==> src/core/hblw_pkg.sv <==
// Package with constants for the host bus latch and wait logic
package hblw_pkg;
  localparam int HBLW_ADDR_W = 20;
  localparam int HBLW_CFG_WAIT_BIT = 2;
  localparam int HBLW_CFG_W = 8;
  localparam logic [7:0] HBLW_CFG_RESET = 8'h00;
  // Crystal clocks with the ready line negated while waiting
  localparam int HBLW_WAIT_MIN_CLKS = 2;
  localparam int HBLW_WAIT_MAX_CLKS = 3;
  localparam logic [1:0] HBLW_WAIT_CLKS = 2'h2;
  // RAM window decode bits for the 16-bit memory indication
  localparam int HBLW_DEC_LSB = 11;
  localparam int HBLW_DEC_W = 9;
  typedef enum {HBLW_IDLE, HBLW_WAIT, HBLW_DONE} hblw_state_t;
endpackage

==> src/core/hblw_latch.sv <==
// Transparent latch stage modelled as a clocked hold register
`timescale 1ns/10ps
module hblw_latch #(
  parameter int W = 20
) (
  input wire logic clk,
  input wire logic rst,
  input wire logic ce,
  input wire logic open_en,
  input wire logic [W-1:0] d,
  output logic [W-1:0] q
);
  logic [W-1:0] hold_reg;
  always_ff @(posedge clk) begin
    if (rst) begin
      hold_reg <= '0;
    end else if (ce && open_en) begin
      hold_reg <= d;
    end
  end
  // Transparent while open, holds the last value while closed
  assign q = open_en ? d : hold_reg;
endmodule

==> src/core/hblw_top.sv <==
// Host bus address latching and single wait state generation
`timescale 1ns/10ps
module hblw_top
  import hblw_pkg::*;
#(
  parameter int ADDR_W = HBLW_ADDR_W,
  parameter logic [HBLW_DEC_W-1:0] RAM_BASE = 9'h000
) (
  input wire logic CORE_CLK,
  input wire logic RST,
  input wire logic CLK_EN,
  input wire logic [ADDR_W-1:0] HOST_ADDR,
  input wire logic ADDR_LATCH_EN,
  input wire logic MEM_RD_N,
  input wire logic MEM_WR_N,
  input wire logic IO_RD_N,
  input wire logic IO_WR_N,
  input wire logic BOOT_ROM_ENABLE_N,
  input wire logic [HBLW_CFG_W-1:0] CFG_VALUE,
  output logic [ADDR_W-1:0] LATCHED_ADDR,
  output logic IOCHRDY,
  output logic MEM16_N
);
  logic [ADDR_W-1:0] stage1_q;
  logic [ADDR_W-1:0] stage2_q;
  logic strobe_any;
  logic strobe_mem;
  logic strobe_d_reg;
  logic mem_d_reg;
  logic cycle_start;
  logic mem_fall;
  logic wait_en;
  logic [1:0] wait_cnt_reg;
  logic rdy_reg;
  logic [ADDR_W-1:0] addr_reg;
  logic mem16_reg;
  hblw_state_t state_reg;

  assign strobe_mem = !MEM_RD_N || !MEM_WR_N;
  // All cycle types share the one wait path
  assign strobe_any = strobe_mem || !IO_RD_N || !IO_WR_N;
  assign cycle_start = strobe_any && !strobe_d_reg;
  assign mem_fall = strobe_mem && !mem_d_reg;
  // Boot ROM enable is deliberately not part of this term
  assign wait_en = CFG_VALUE[HBLW_CFG_WAIT_BIT];

  // First stage follows the latch enable; held high it is always open
  hblw_latch #(.W(ADDR_W)) u_stage1 (
    .clk(CORE_CLK),
    .rst(RST),
    .ce(CLK_EN),
    .open_en(ADDR_LATCH_EN),
    .d(HOST_ADDR),
    .q(stage1_q)
  );

  // Second stage open until the memory strobe falls
  hblw_latch #(.W(ADDR_W)) u_stage2 (
    .clk(CORE_CLK),
    .rst(RST),
    .ce(CLK_EN),
    .open_en(!strobe_mem),
    .d(stage1_q),
    .q(stage2_q)
  );

  always_ff @(posedge CORE_CLK) begin
    if (RST) begin
      strobe_d_reg <= 1'b0;
      mem_d_reg <= 1'b0;
    end else if (CLK_EN) begin
      strobe_d_reg <= strobe_any;
      mem_d_reg <= strobe_mem;
    end
  end

  always_ff @(posedge CORE_CLK) begin
    if (RST) begin
      addr_reg <= '0;
    end else if (CLK_EN && mem_fall) begin
      addr_reg <= stage1_q;
    end
  end
  assign LATCHED_ADDR = addr_reg;

  always_ff @(posedge CORE_CLK) begin
    if (RST) begin
      mem16_reg <= 1'b1;
    end else if (CLK_EN) begin
      mem16_reg <= !(HOST_ADDR[HBLW_DEC_LSB +: HBLW_DEC_W] == RAM_BASE);
    end
  end
  assign MEM16_N = mem16_reg;

  always_ff @(posedge CORE_CLK) begin
    if (RST) begin
      state_reg <= HBLW_IDLE;
      wait_cnt_reg <= 2'h0;
      rdy_reg <= 1'b1;
    end else if (CLK_EN) begin
      case (state_reg)
        HBLW_IDLE: begin
          if (cycle_start && wait_en) begin
            state_reg <= HBLW_WAIT;
            wait_cnt_reg <= HBLW_WAIT_CLKS - 2'h1;
            rdy_reg <= 1'b0;
          end else begin
            rdy_reg <= 1'b1;
          end
        end
        HBLW_WAIT: begin
          if (wait_cnt_reg == 2'h0) begin
            state_reg <= HBLW_DONE;
            rdy_reg <= 1'b1;
          end else begin
            wait_cnt_reg <= wait_cnt_reg - 2'h1;
          end
        end
        HBLW_DONE: begin
          if (!strobe_any) begin
            state_reg <= HBLW_IDLE;
          end
        end
        default: begin
          state_reg <= HBLW_IDLE;
          rdy_reg <= 1'b1;
        end
      endcase
    end
  end
  assign IOCHRDY = rdy_reg;

  // Counts clocks seen low; holds the full length at the edge ready rises
  logic [2:0] low_cnt_reg;
  always_ff @(posedge CORE_CLK) begin
    if (RST) begin
      low_cnt_reg <= 3'h0;
    end else if (CLK_EN) begin
      low_cnt_reg <= rdy_reg ? 3'h0 : low_cnt_reg + 3'h1;
    end
  end
endmodule

==> config.mk <==
export PLATFORM = sky130hd
export DESIGN_NAME = hblw_top
export DESIGN_NICKNAME = d
export VERILOG_FILES = /design/src/core/hblw_pkg.sv /design/src/core/hblw_latch.sv /design/src/core/hblw_top.sv
export SDC_FILE = /design/constraint.sdc
export NUM_CORES = 1
export LEC_CHECK = 0
export BUFFER_PORTS_ARGS = -buffer_cell sky130_fd_sc_hd__buf_2
export CAP_MARGIN = 10
export CELL_PAD_IN_SITES_DETAIL_PLACEMENT = 1
export CELL_PAD_IN_SITES_GLOBAL_PLACEMENT = 2
export CORE_ASPECT_RATIO = 1.1
export CORE_MARGIN = 2
export CORE_UTILIZATION = 25
export DETAILED_ROUTE_END_ITERATION = 12
export PLACE_DENSITY = 0.64
export SLEW_MARGIN = 10
export SYNTH_ARGS = -nofsm -noshare
export SYNTH_HDL_FRONTEND = slang
export SYNTH_HIERARCHICAL = 1
export SYNTH_SLANG_ARGS = --single-unit
==> constraint.sdc <==
create_clock -name CORE_CLK -period 1.45 [get_ports CORE_CLK]
set_input_delay 0.145 -clock CORE_CLK [delete_from_list [all_inputs] [get_ports CORE_CLK]]
set_output_delay 0.145 -clock CORE_CLK [all_outputs]
set_load 0.05 [all_outputs]
==> results of run 1 <==
through the flow:
step	power (mW)	instance area (µm²)	utilization (%)	hold WS [ns]	setup TNS [ns]
2_1_floorplan	1.84	2480	-	0.301	0
3_5_place_dp	2.00	2820	28.9	0.426	0
3_3_place_gp	1.99	2820	28.9	0.420	0
6_report	2.71	2910	29.8	0.108	0
5_1_grt	2.87	2910	29.8	0.108	-0.0364
4_1_cts	2.76	2890	29.6	0.0994	0
per-layer routing:
metal  share of wire, %  wire length, µm
met1                 51             3270
met2                 45             2900
met3                2.9              185
met4                1.2               80
met5                  0                0
path summary, 6_finish.rpt:
kind,from,endpoint,slack [ns],cells past startpoint
setup / recovery,wait_cnt_reg[0],wait_cnt_reg[1],0.04,5
hold / removal,HOST_ADDR[4],u_stage1/hold_reg[4],0.11,3
setup reg to reg,wait_cnt_reg[0],wait_cnt_reg[1],0.04,5
hold reg to reg,LATCHED_ADDR[7],LATCHED_ADDR[7],0.48,2
worst register-to-register path: stages (launching register included):
cell,delay [ns]
dfxtp_2,0.32
inv_1,0.08
ha_4,0.20
or4b_1,0.51
mux2i_1,0.14
or2_1,0.12
cells by family (layout without fill, tap and decap cells):
logic type	after synthesis	in the layout	share of synthesized area, %
AO/OA/AOI/OAI	92	92	26.8
adder cells (fa/ha/maj)	1	1	0.505
buffers and inverters	28	68	7.37
flip-flops	48	48	38.8
multiplexers	21	21	12.5
AND/OR/NAND/NOR	65	65	14.0
power by group:
group	leakage [nW]	internal [mW]	switching, mW	total, mW
Clock	0.0359	0.313	0.431	0.744
Combinational	0.726	0.222	0.337	0.559
Sequential	0.393	1.38	0.0303	1.41
area by class of cell:
class	count	share of cell area, %
flip-flops and latches	48	33.2
multi-input cells	179	46.4
well taps	120	5.17
repair buffers	60	12.5
inverters	3	0.388
clock buffers	5	2.37
timing repair:
action | CTS | global route
endpoints found under the setup margin | 0 | 9
buffers inserted | 0 | 0
gates resized for setup | 0 | 5
hold buffers | 0 | 0
synth_stat cells (all sizes together):
library cell	n	area [µm²]
nand2b	3	18.8
a21oi	41	280
or4b	1	10.0
and2	1	6.26
a32oi	1	8.76
or3b	1	8.76
nand3	42	210
a41o	1	10.0
mux2i	1	10.0
ha	1	12.5
buf	19	149
nand2	1	3.75
clkbuf	6	22.5
nor2	5	18.8
and2b	1	7.51
dfxtp	48	961
or2	1	6.26
a21bo	20	200
o21ai	22	110
a211oi	3	22.5
a41oi	1	8.76
o21bai	1	7.51
nor4b	1	8.76
nor2b	3	18.8
mux2	20	300
nor3	1	5.00
inv	3	11.3
a31oi	1	6.26
nor4	2	12.5
and3	2	12.5
o31a	1	8.76
==> results.yml, run 1 <==
sta:
  setup_violations: 0
  rsz0062_at_grt: "yes"
  tightest_slew_ns: 0.750
  max-slew-margin-rel_pct: 50.0
  fmax_ghz: 0.707
  timing.final.crit_share_pct: 97.5
  clock_skew_ns: 0.00709
  hold_violations: 0
  finalWorstSetupSlack_ns: 0.0356
  final_max_slew_viol_count: 0
  fin_crit_ns: 1.41
status:
  outcome: "completed"
place:
  dp_slack_ns: 0.0291
  place_inst: 410
  portBuffers: 50
  hpwl_um: 4520
  gp_congestion: 0.708
grt:
  antenna_found_initial: 0
  grt.met2_usage_pct: 18.6
  top_usage_layer: "met2"
  use_met1_pct: 17.5
  overflow: 0
  grt_pass1_vias: 1946
  grtUsageMet3_pct: 2.26
  grt_pass1_wl_um: 10400
  grt_max_degree: 45
  gr-usage-all-layers_pct: 12.2
clock_network:
  cts_max_level: 2
  clock_latency_ns: 0.30
  cts_made_buffers: 5
  cts_root_buffer: "clkbuf_8"
  clockBufferDepth: 2
  cts_tree: "yes"
  clock-sinks: 48
  clkTransAtPathRegs_ns: 0.09
route:
  vias_per_cell: 4.80
  drc: 0
  dr.pass1.iters: 4
  routedWlPerCell_um: 15.5
  ant_nets: 0
  vias: 1993
  wirelength_um: 6440
  drt_iter0_drc: 61
worst_setup_path:
  cp_max_fo: 2
  start_kind: "register"
  cp-end-kind: "register"
  critPathMaxStageDelay_ns: 0.51
  cp_top_family: "simple AND/OR/NAND/NOR gates"
  arrival_ns: 1.65
  path_class: "reg2reg"
  cp.required_ns: 1.69
  crit_chain: "inv_1, ha_4, or4b_1, mux2i_1, or2_1"
  crit_path_top_delay_cell: "or4b_1"
  crit_buf_inv: 1
synthesis:
  yosys_warnings: 6
  ys_seq_area_share_pct: 38.8
  syn_avg_cell_area_um2: 9.72
  syn_inst: 255
  syn_area_um2: 2480
  synth-seq-cells: 48
  synth_fp_nets: 293
  synthDistinctLibCells: 36
final_layout:
  nFillCells: 1144
  nNetsFinal: 335
  final_common_cell: "buf_2"
  drive_gt1_share_pct: 37.3
  final_cell_mix: "buf_2, dfxtp_1, nand3_1"
  multi_input_area_um2: 1350
  antenna_cells: 0
  seqCellArea_um2: 963
  final_cells: 415
  area_growth_pct: 17.3
floorplanning:
  coreArea_um2: 9750
  dieWidth_um: 98.9
  std_cell_rows: 38
  die_h_um: 108
  die-area_um2: 10700
  io_pins: 59
  initial_core_util_pct: 25.4
run:
  maxCapViolations: 0
pwr:
  power_per_cell_area_nw_per_um2: 933
  p_leak_nw: 1.15
  ir_drop_mv: 0.316
hold_path:
  hp-class: "in2reg"
No activity file was read; power rests on OpenSTA's default activity.
==> run 2: changes to the inputs <==
--- a/config.mk
+++ b/config.mk
@@ -13,7 +13,8 @@
 export CORE_MARGIN = 2
 export CORE_UTILIZATION = 25
 export DETAILED_ROUTE_END_ITERATION = 12
-export PLACE_DENSITY = 0.64
+export PLACE_DENSITY_LB_ADDON = 0.25
+export RECOVER_POWER = 50
 export SLEW_MARGIN = 10
 export SYNTH_ARGS = -nofsm -noshare
 export SYNTH_HDL_FRONTEND = slang
==> constraint.sdc (replaced) <==
create_clock -name CORE_CLK -period 1.3 [get_ports CORE_CLK]
set_input_delay 0.13 -clock CORE_CLK [delete_from_list [all_inputs] [get_ports CORE_CLK]]
set_output_delay 0.13 -clock CORE_CLK [all_outputs]
set_load 0.05 [all_outputs]
==> results.yml, run 2 (synthesis gave the netlist of run 1 again) <==
status:
  outcome: "finished with violations"
  violations: "negative setup slack"
route:
  drc: 0
  vias: 1969
  routedWlPerCell_um: 15.3
  wirelength_um: 6430
  ant_nets: 0
  drt_iter0_drc: 83
  dr.pass1.iters: 4
  vias_per_cell: 4.68
place:
  portBuffers: 50
  dp_slack_ns: -0.0356
  hpwl_um: 4550
  gp_congestion: 0.698
sta:
  setup_violations: 1
  tns_ns: -0.0319
  tightest_slew_ns: 0.724
  max-slew-margin-rel_pct: 51.7
  rsz0062_at_grt: "yes"
  final_max_slew_viol_count: 0
  fin_crit_ns: 1.33
  hold_violations: 0
  timing.final.crit_share_pct: 102
  clock_skew_ns: 0.00779
  finalWorstSetupSlack_ns: -0.0319
  fmax_ghz: 0.751
grt:
  top_usage_layer: "met1"
  overflow: 0
  grt_pass1_wl_um: 10600
  grt.met2_usage_pct: 18.0
  grtUsageMet3_pct: 2.84
  grt_pass1_vias: 1969
  gr-usage-all-layers_pct: 12.5
  antenna_found_initial: 0
  grt_max_degree: 40
  use_met1_pct: 18.2
floorplanning:
  io_pins: 59
  dieWidth_um: 98.9
  die_h_um: 108
  initial_core_util_pct: 25.4
  coreArea_um2: 9750
  std_cell_rows: 38
  die-area_um2: 10700
final_layout:
  final_common_cell: "dfxtp_1"
  antenna_cells: 0
  area_growth_pct: 17.0
  nNetsFinal: 339
  final_cell_mix: "dfxtp_1, nand3_1, buf_2"
  drive_gt1_share_pct: 34.9
clock_network:
  clock_latency_ns: 0.31
  clkTransAtPathRegs_ns: 0.09
  cts_root_buffer: "clkbuf_8"
  clock-sinks: 48
  clockBufferDepth: 2
  cts_made_buffers: 5
  cts_tree: "yes"
  cts_max_level: 2
worst_setup_path:
  crit_path_top_delay_cell: "or4b_1"
  cp-end-kind: "register"
  cp.required_ns: 1.56
  regToRegSetupSlack_ns: -0.03
  path_class: "reg2reg"
  crit_chain: "inv_2, ha_4, or4b_1, mux2i_1, or2_1"
  arrival_ns: 1.59
  start_kind: "register"
  critPathMaxStageDelay_ns: 0.45
  cp_max_fo: 2
pwr:
  power_per_cell_area_nw_per_um2: 1060
  seqPwrFrac_pct: 51.3
  power_report.internal_total_mw: 2.15
  ir_drop_mv: 0.291
  p_switching_uw: 912
  clkPwrFrac_pct: 28.6
  sw_frac_of_total_pct: 29.8
  p_leak_nw: 1.16
  p_comb_share_pct: 20.1
run:
  maxCapViolations: 0
hold_path:
  hp-class: "in2reg"
[run 2: cell types whose count changed in the layout (fill, tap and decap cells not counted), sizes merged]
| cell | change |
|---|---|
| buf | -12 |
| clkinv | +1 |
| clkbuf | +17 |
[run 2: path summary, 6_finish.rpt]
kind,startpoint,endpoint,depth (start not counted)
max,wait_cnt_reg[0],wait_cnt_reg[1],5
min,HOST_ADDR[6],u_stage1/hold_reg[6],3
max reg2reg,wait_cnt_reg[0],wait_cnt_reg[1],5
min reg2reg,LATCHED_ADDR[3],LATCHED_ADDR[3],2
[run 2: through the flow]
stage               power (mW)  hold slack, ns  cells  util [%]  cell area, µm²
finish                    3.06          0.0896    421      29.7            2900
global route              3.24          0.0778    421      29.7            2900
CTS                       3.15          0.0718    421      30.2            2940
detailed placement        2.24           0.412    414      29.4            2860
global placement          2.24           0.406    414      29.4            2860
floorplan                 2.06           0.286    255         -            2490
[run 2: critical path, delay by kind of cell, from the launching register on]
| kind | cells | cell delay (ns) |
|---|---|---|
| adder cells (fa/ha/maj) | 1 | 0.22 |
| multiplexers | 1 | 0.13 |
| flip-flops | 1 | 0.34 |
| buffers and inverters | 1 | 0.04 |
| AND/OR/NAND/NOR | 2 | 0.55 |
[run 2: timing repair]
item | in CTS | in global routing
gates resized for setup | 2 | 2
setup endpoints to repair | 1 | 3
pin swaps | 1 | 2
hold buffers | 0 | 0
setup buffers | 0 | 0
[run 2: layout make-up]
class / count / area [µm²]
Fill cell: 1138 / 6850
Clock buffer: 6 / 72.6
Tap cell: 120 / 150
Timing Repair Buffer: 64 / 372
Sequential cell: 48 / 963
Inverter: 3 / 11.3
Clock inverter: 1 / 5.00
Multi-Input combinational cell: 179 / 1320
[run 2: power by group through the flow]
stage          clock [mW]  sequential [mW]  combinational [mW]
2_1_floorplan           0             1.70               0.361
3_3_place_gp            0             1.60               0.631
3_5_place_dp            0             1.61               0.636
4_1_cts             0.941             1.57               0.639
5_1_grt             0.988             1.58               0.673
6_report            0.876             1.57               0.614
[run 2: metal layers]
layer  wire (µm)  up-vias
met3         210        7
met5           0        -
met4         106        0
li1            -     1013
met1        3360      919
met2        2760       30
==> run 3: changes to the inputs <==
--- a/config.mk
+++ b/config.mk
@@ -7,8 +7,6 @@
 export LEC_CHECK = 0
 export BUFFER_PORTS_ARGS = -buffer_cell sky130_fd_sc_hd__buf_2
 export CAP_MARGIN = 10
-export CELL_PAD_IN_SITES_DETAIL_PLACEMENT = 1
-export CELL_PAD_IN_SITES_GLOBAL_PLACEMENT = 2
 export CORE_ASPECT_RATIO = 1.1
 export CORE_MARGIN = 2
 export CORE_UTILIZATION = 25
==> results.yml, run 3 (synthesis gave the netlist of run 1 again) <==
status:
  outcome: "finished with violations"
  violations: "negative setup slack"
sta:
  final_max_slew_viol_count: 0
  fin_crit_ns: 1.35
  hold_violations: 0
  setup_violations: 1
  rsz0062_at_grt: "yes"
  timing.final.crit_share_pct: 104
  max-slew-margin-rel_pct: 50.2
  tightest_slew_ns: 0.747
  finalWorstSetupSlack_ns: -0.0538
  fmax_ghz: 0.739
  clock_skew_ns: 0.00560
final_layout:
  drive_gt1_share_pct: 36.1
  final_cell_mix: "buf_2, dfxtp_1, nand3_1"
  final_cells: 422
  fin_area_um2: 2930
  final_common_cell: "buf_2"
  area_growth_pct: 18.2
  nFillCells: 1031
  nNetsFinal: 339
  antenna_cells: 0
  seqCellArea_um2: 963
  multi_input_area_um2: 1330
clock_network:
  clock_latency_ns: 0.31
  clkTransAtPathRegs_ns: 0.09
  cts_made_buffers: 5
  clockBufferDepth: 2
  cts_root_buffer: "clkbuf_8"
  cts_tree: "yes"
  holdBufCountCts: 0
  cts_max_level: 2
  clock-sinks: 48
route:
  wirelength_um: 5890
  drt_iter0_drc: 71
  dr.pass1.iters: 4
  ant_nets: 0
  vias_per_cell: 4.70
  drc: 0
  vias: 1982
  routedWlPerCell_um: 14.0
worst_setup_path:
  cp_max_fo: 2
  crit_path_top_delay_cell: "or4b_1"
  worst-r2r-cell-count: 5
  start_kind: "register"
  timing.rr.start: "wait_cnt_reg[0]"
  crit_chain: "inv_2, ha_4, or4b_1, mux2i_1, or2_1"
  crit_buf_inv: 1
  regToRegSetupSlack_ns: -0.05
  arrival_ns: 1.61
  path_class: "reg2reg"
  cp-end-kind: "register"
  cp_top_family: "simple AND/OR/NAND/NOR gates"
  critPathMaxStageDelay_ns: 0.45
  cp.required_ns: 1.55
  reg2reg_to: "wait_cnt_reg[1]"
floorplanning:
  io_pins: 59
  initial_core_util_pct: 25.4
  coreArea_um2: 9750
  std_cell_rows: 38
  die_h_um: 108
  die-area_um2: 10700
  dieWidth_um: 98.9
pwr:
  ir_drop_mv: 0.335
  power_per_cell_area_nw_per_um2: 1060
  p_leak_nw: 1.18
grt:
  antenna_found_initial: 0
  grt_pass1_vias: 1929
  grt_max_degree: 39
  grt_pass1_wl_um: 9790
  gr-usage-all-layers_pct: 11.5
  overflow: 0
hold_path:
  hp-class: "in2reg"
  hold_depth: 3
  min_to: "u_stage1/hold_reg[10]"
  worstHoldStart: "HOST_ADDR[10]"
place:
  dpl_cell_area_um2: 2880
  hpwl_um: 4320
  portBuffers: 50
  place_inst: 414
  gp_congestion: 0.688
  dp_slack_ns: -0.0665
run:
  maxCapViolations: 0
==> run 3: changes by cell type in the layout (fill, tap and decap cells not counted) <==
| cell | before | now |
|---|---|---|
| clkbuf_2 | 12 | 6 |
| a21oi_1 | 29 | 28 |
| clkinv_2 | 1 | 0 |
| clkbuf_1 | 4 | 2 |
| a21oi_2 | 12 | 13 |
| buf_2 | 37 | 47 |
| buf_4 | 9 | 8 |
| nor2b_4 | 1 | 0 |
| a41oi_1 | 1 | 0 |
| a41oi_2 | 0 | 1 |
| nor2b_1 | 2 | 3 |
| clkbuf_4 | 1 | 0 |
| buf_12 | 2 | 3 |
| clkbuf_8 | 5 | 6 |
==> run 3: how the worst max path moves through the flow <==
stage                    startpoint              end  slack (ns)  cells after the start
finish              wait_cnt_reg[0]  wait_cnt_reg[1]       -0.05                      5
global route        wait_cnt_reg[0]  wait_cnt_reg[1]       -0.12                      5
CTS                 wait_cnt_reg[0]  wait_cnt_reg[1]       -0.07                      5
detailed placement  wait_cnt_reg[1]  wait_cnt_reg[1]       -0.07                      5
global placement    wait_cnt_reg[1]  wait_cnt_reg[1]       -0.02                      5
floorplan           wait_cnt_reg[0]  wait_cnt_reg[1]       0.001                      5
==> run 3: layout make-up <==
class                   count  area share, %
multi-input cells         179           45.3
flip-flops and latches     48           32.9
repair buffers             64           13.2
well taps                 120           5.13
clock buffers               8           3.08
inverters                   3          0.385
==> run 3: report_power, final <==
part	switching, mW	internal [mW]	total, mW
Sequential	0.0352	1.54	1.57
Combinational	0.358	0.253	0.611
Clock	0.500	0.435	0.935
==> run 3: through the flow <==
stage	TNS [ns]	power (mW)	hold slack [ns]	utilization [%]
after floorplan	0	2.06	0.286	-
after global placement	-0.0209	2.23	0.405	29.5
after detailed placement	-0.0665	2.24	0.412	29.5
after CTS	-0.0693	3.19	0.0814	30.4
after global routing	-1.71	3.30	0.0837	30.0
final	-0.0538	3.12	0.0828	30.0
==> run 3: repair_timing <==
item | in CTS | in global routing
pin swaps | 1 | 0
hold endpoints to repair | 0 | 0
resized for setup | 2 | 1
setup endpoints to repair | 1 | 2
gates cloned | 0 | 0
buffers inserted | 0 | 0
==> run 3: per-layer routing <==
| metal | GRT usage [%] | routed length (µm) |
|---|---|---|
| met1 | 15.0 | 2810 |
| met4 | 4.70 | 106 |
| met3 | 3.30 | 328 |
| met5 | 0 | 0 |
| met2 | 17.9 | 2640 |
==> run 3: tightest hold or removal path, cell delays in order <==
cell and delay, ns:
buf_2 0.11, nand3_1 0.06, a21oi_1 0.06
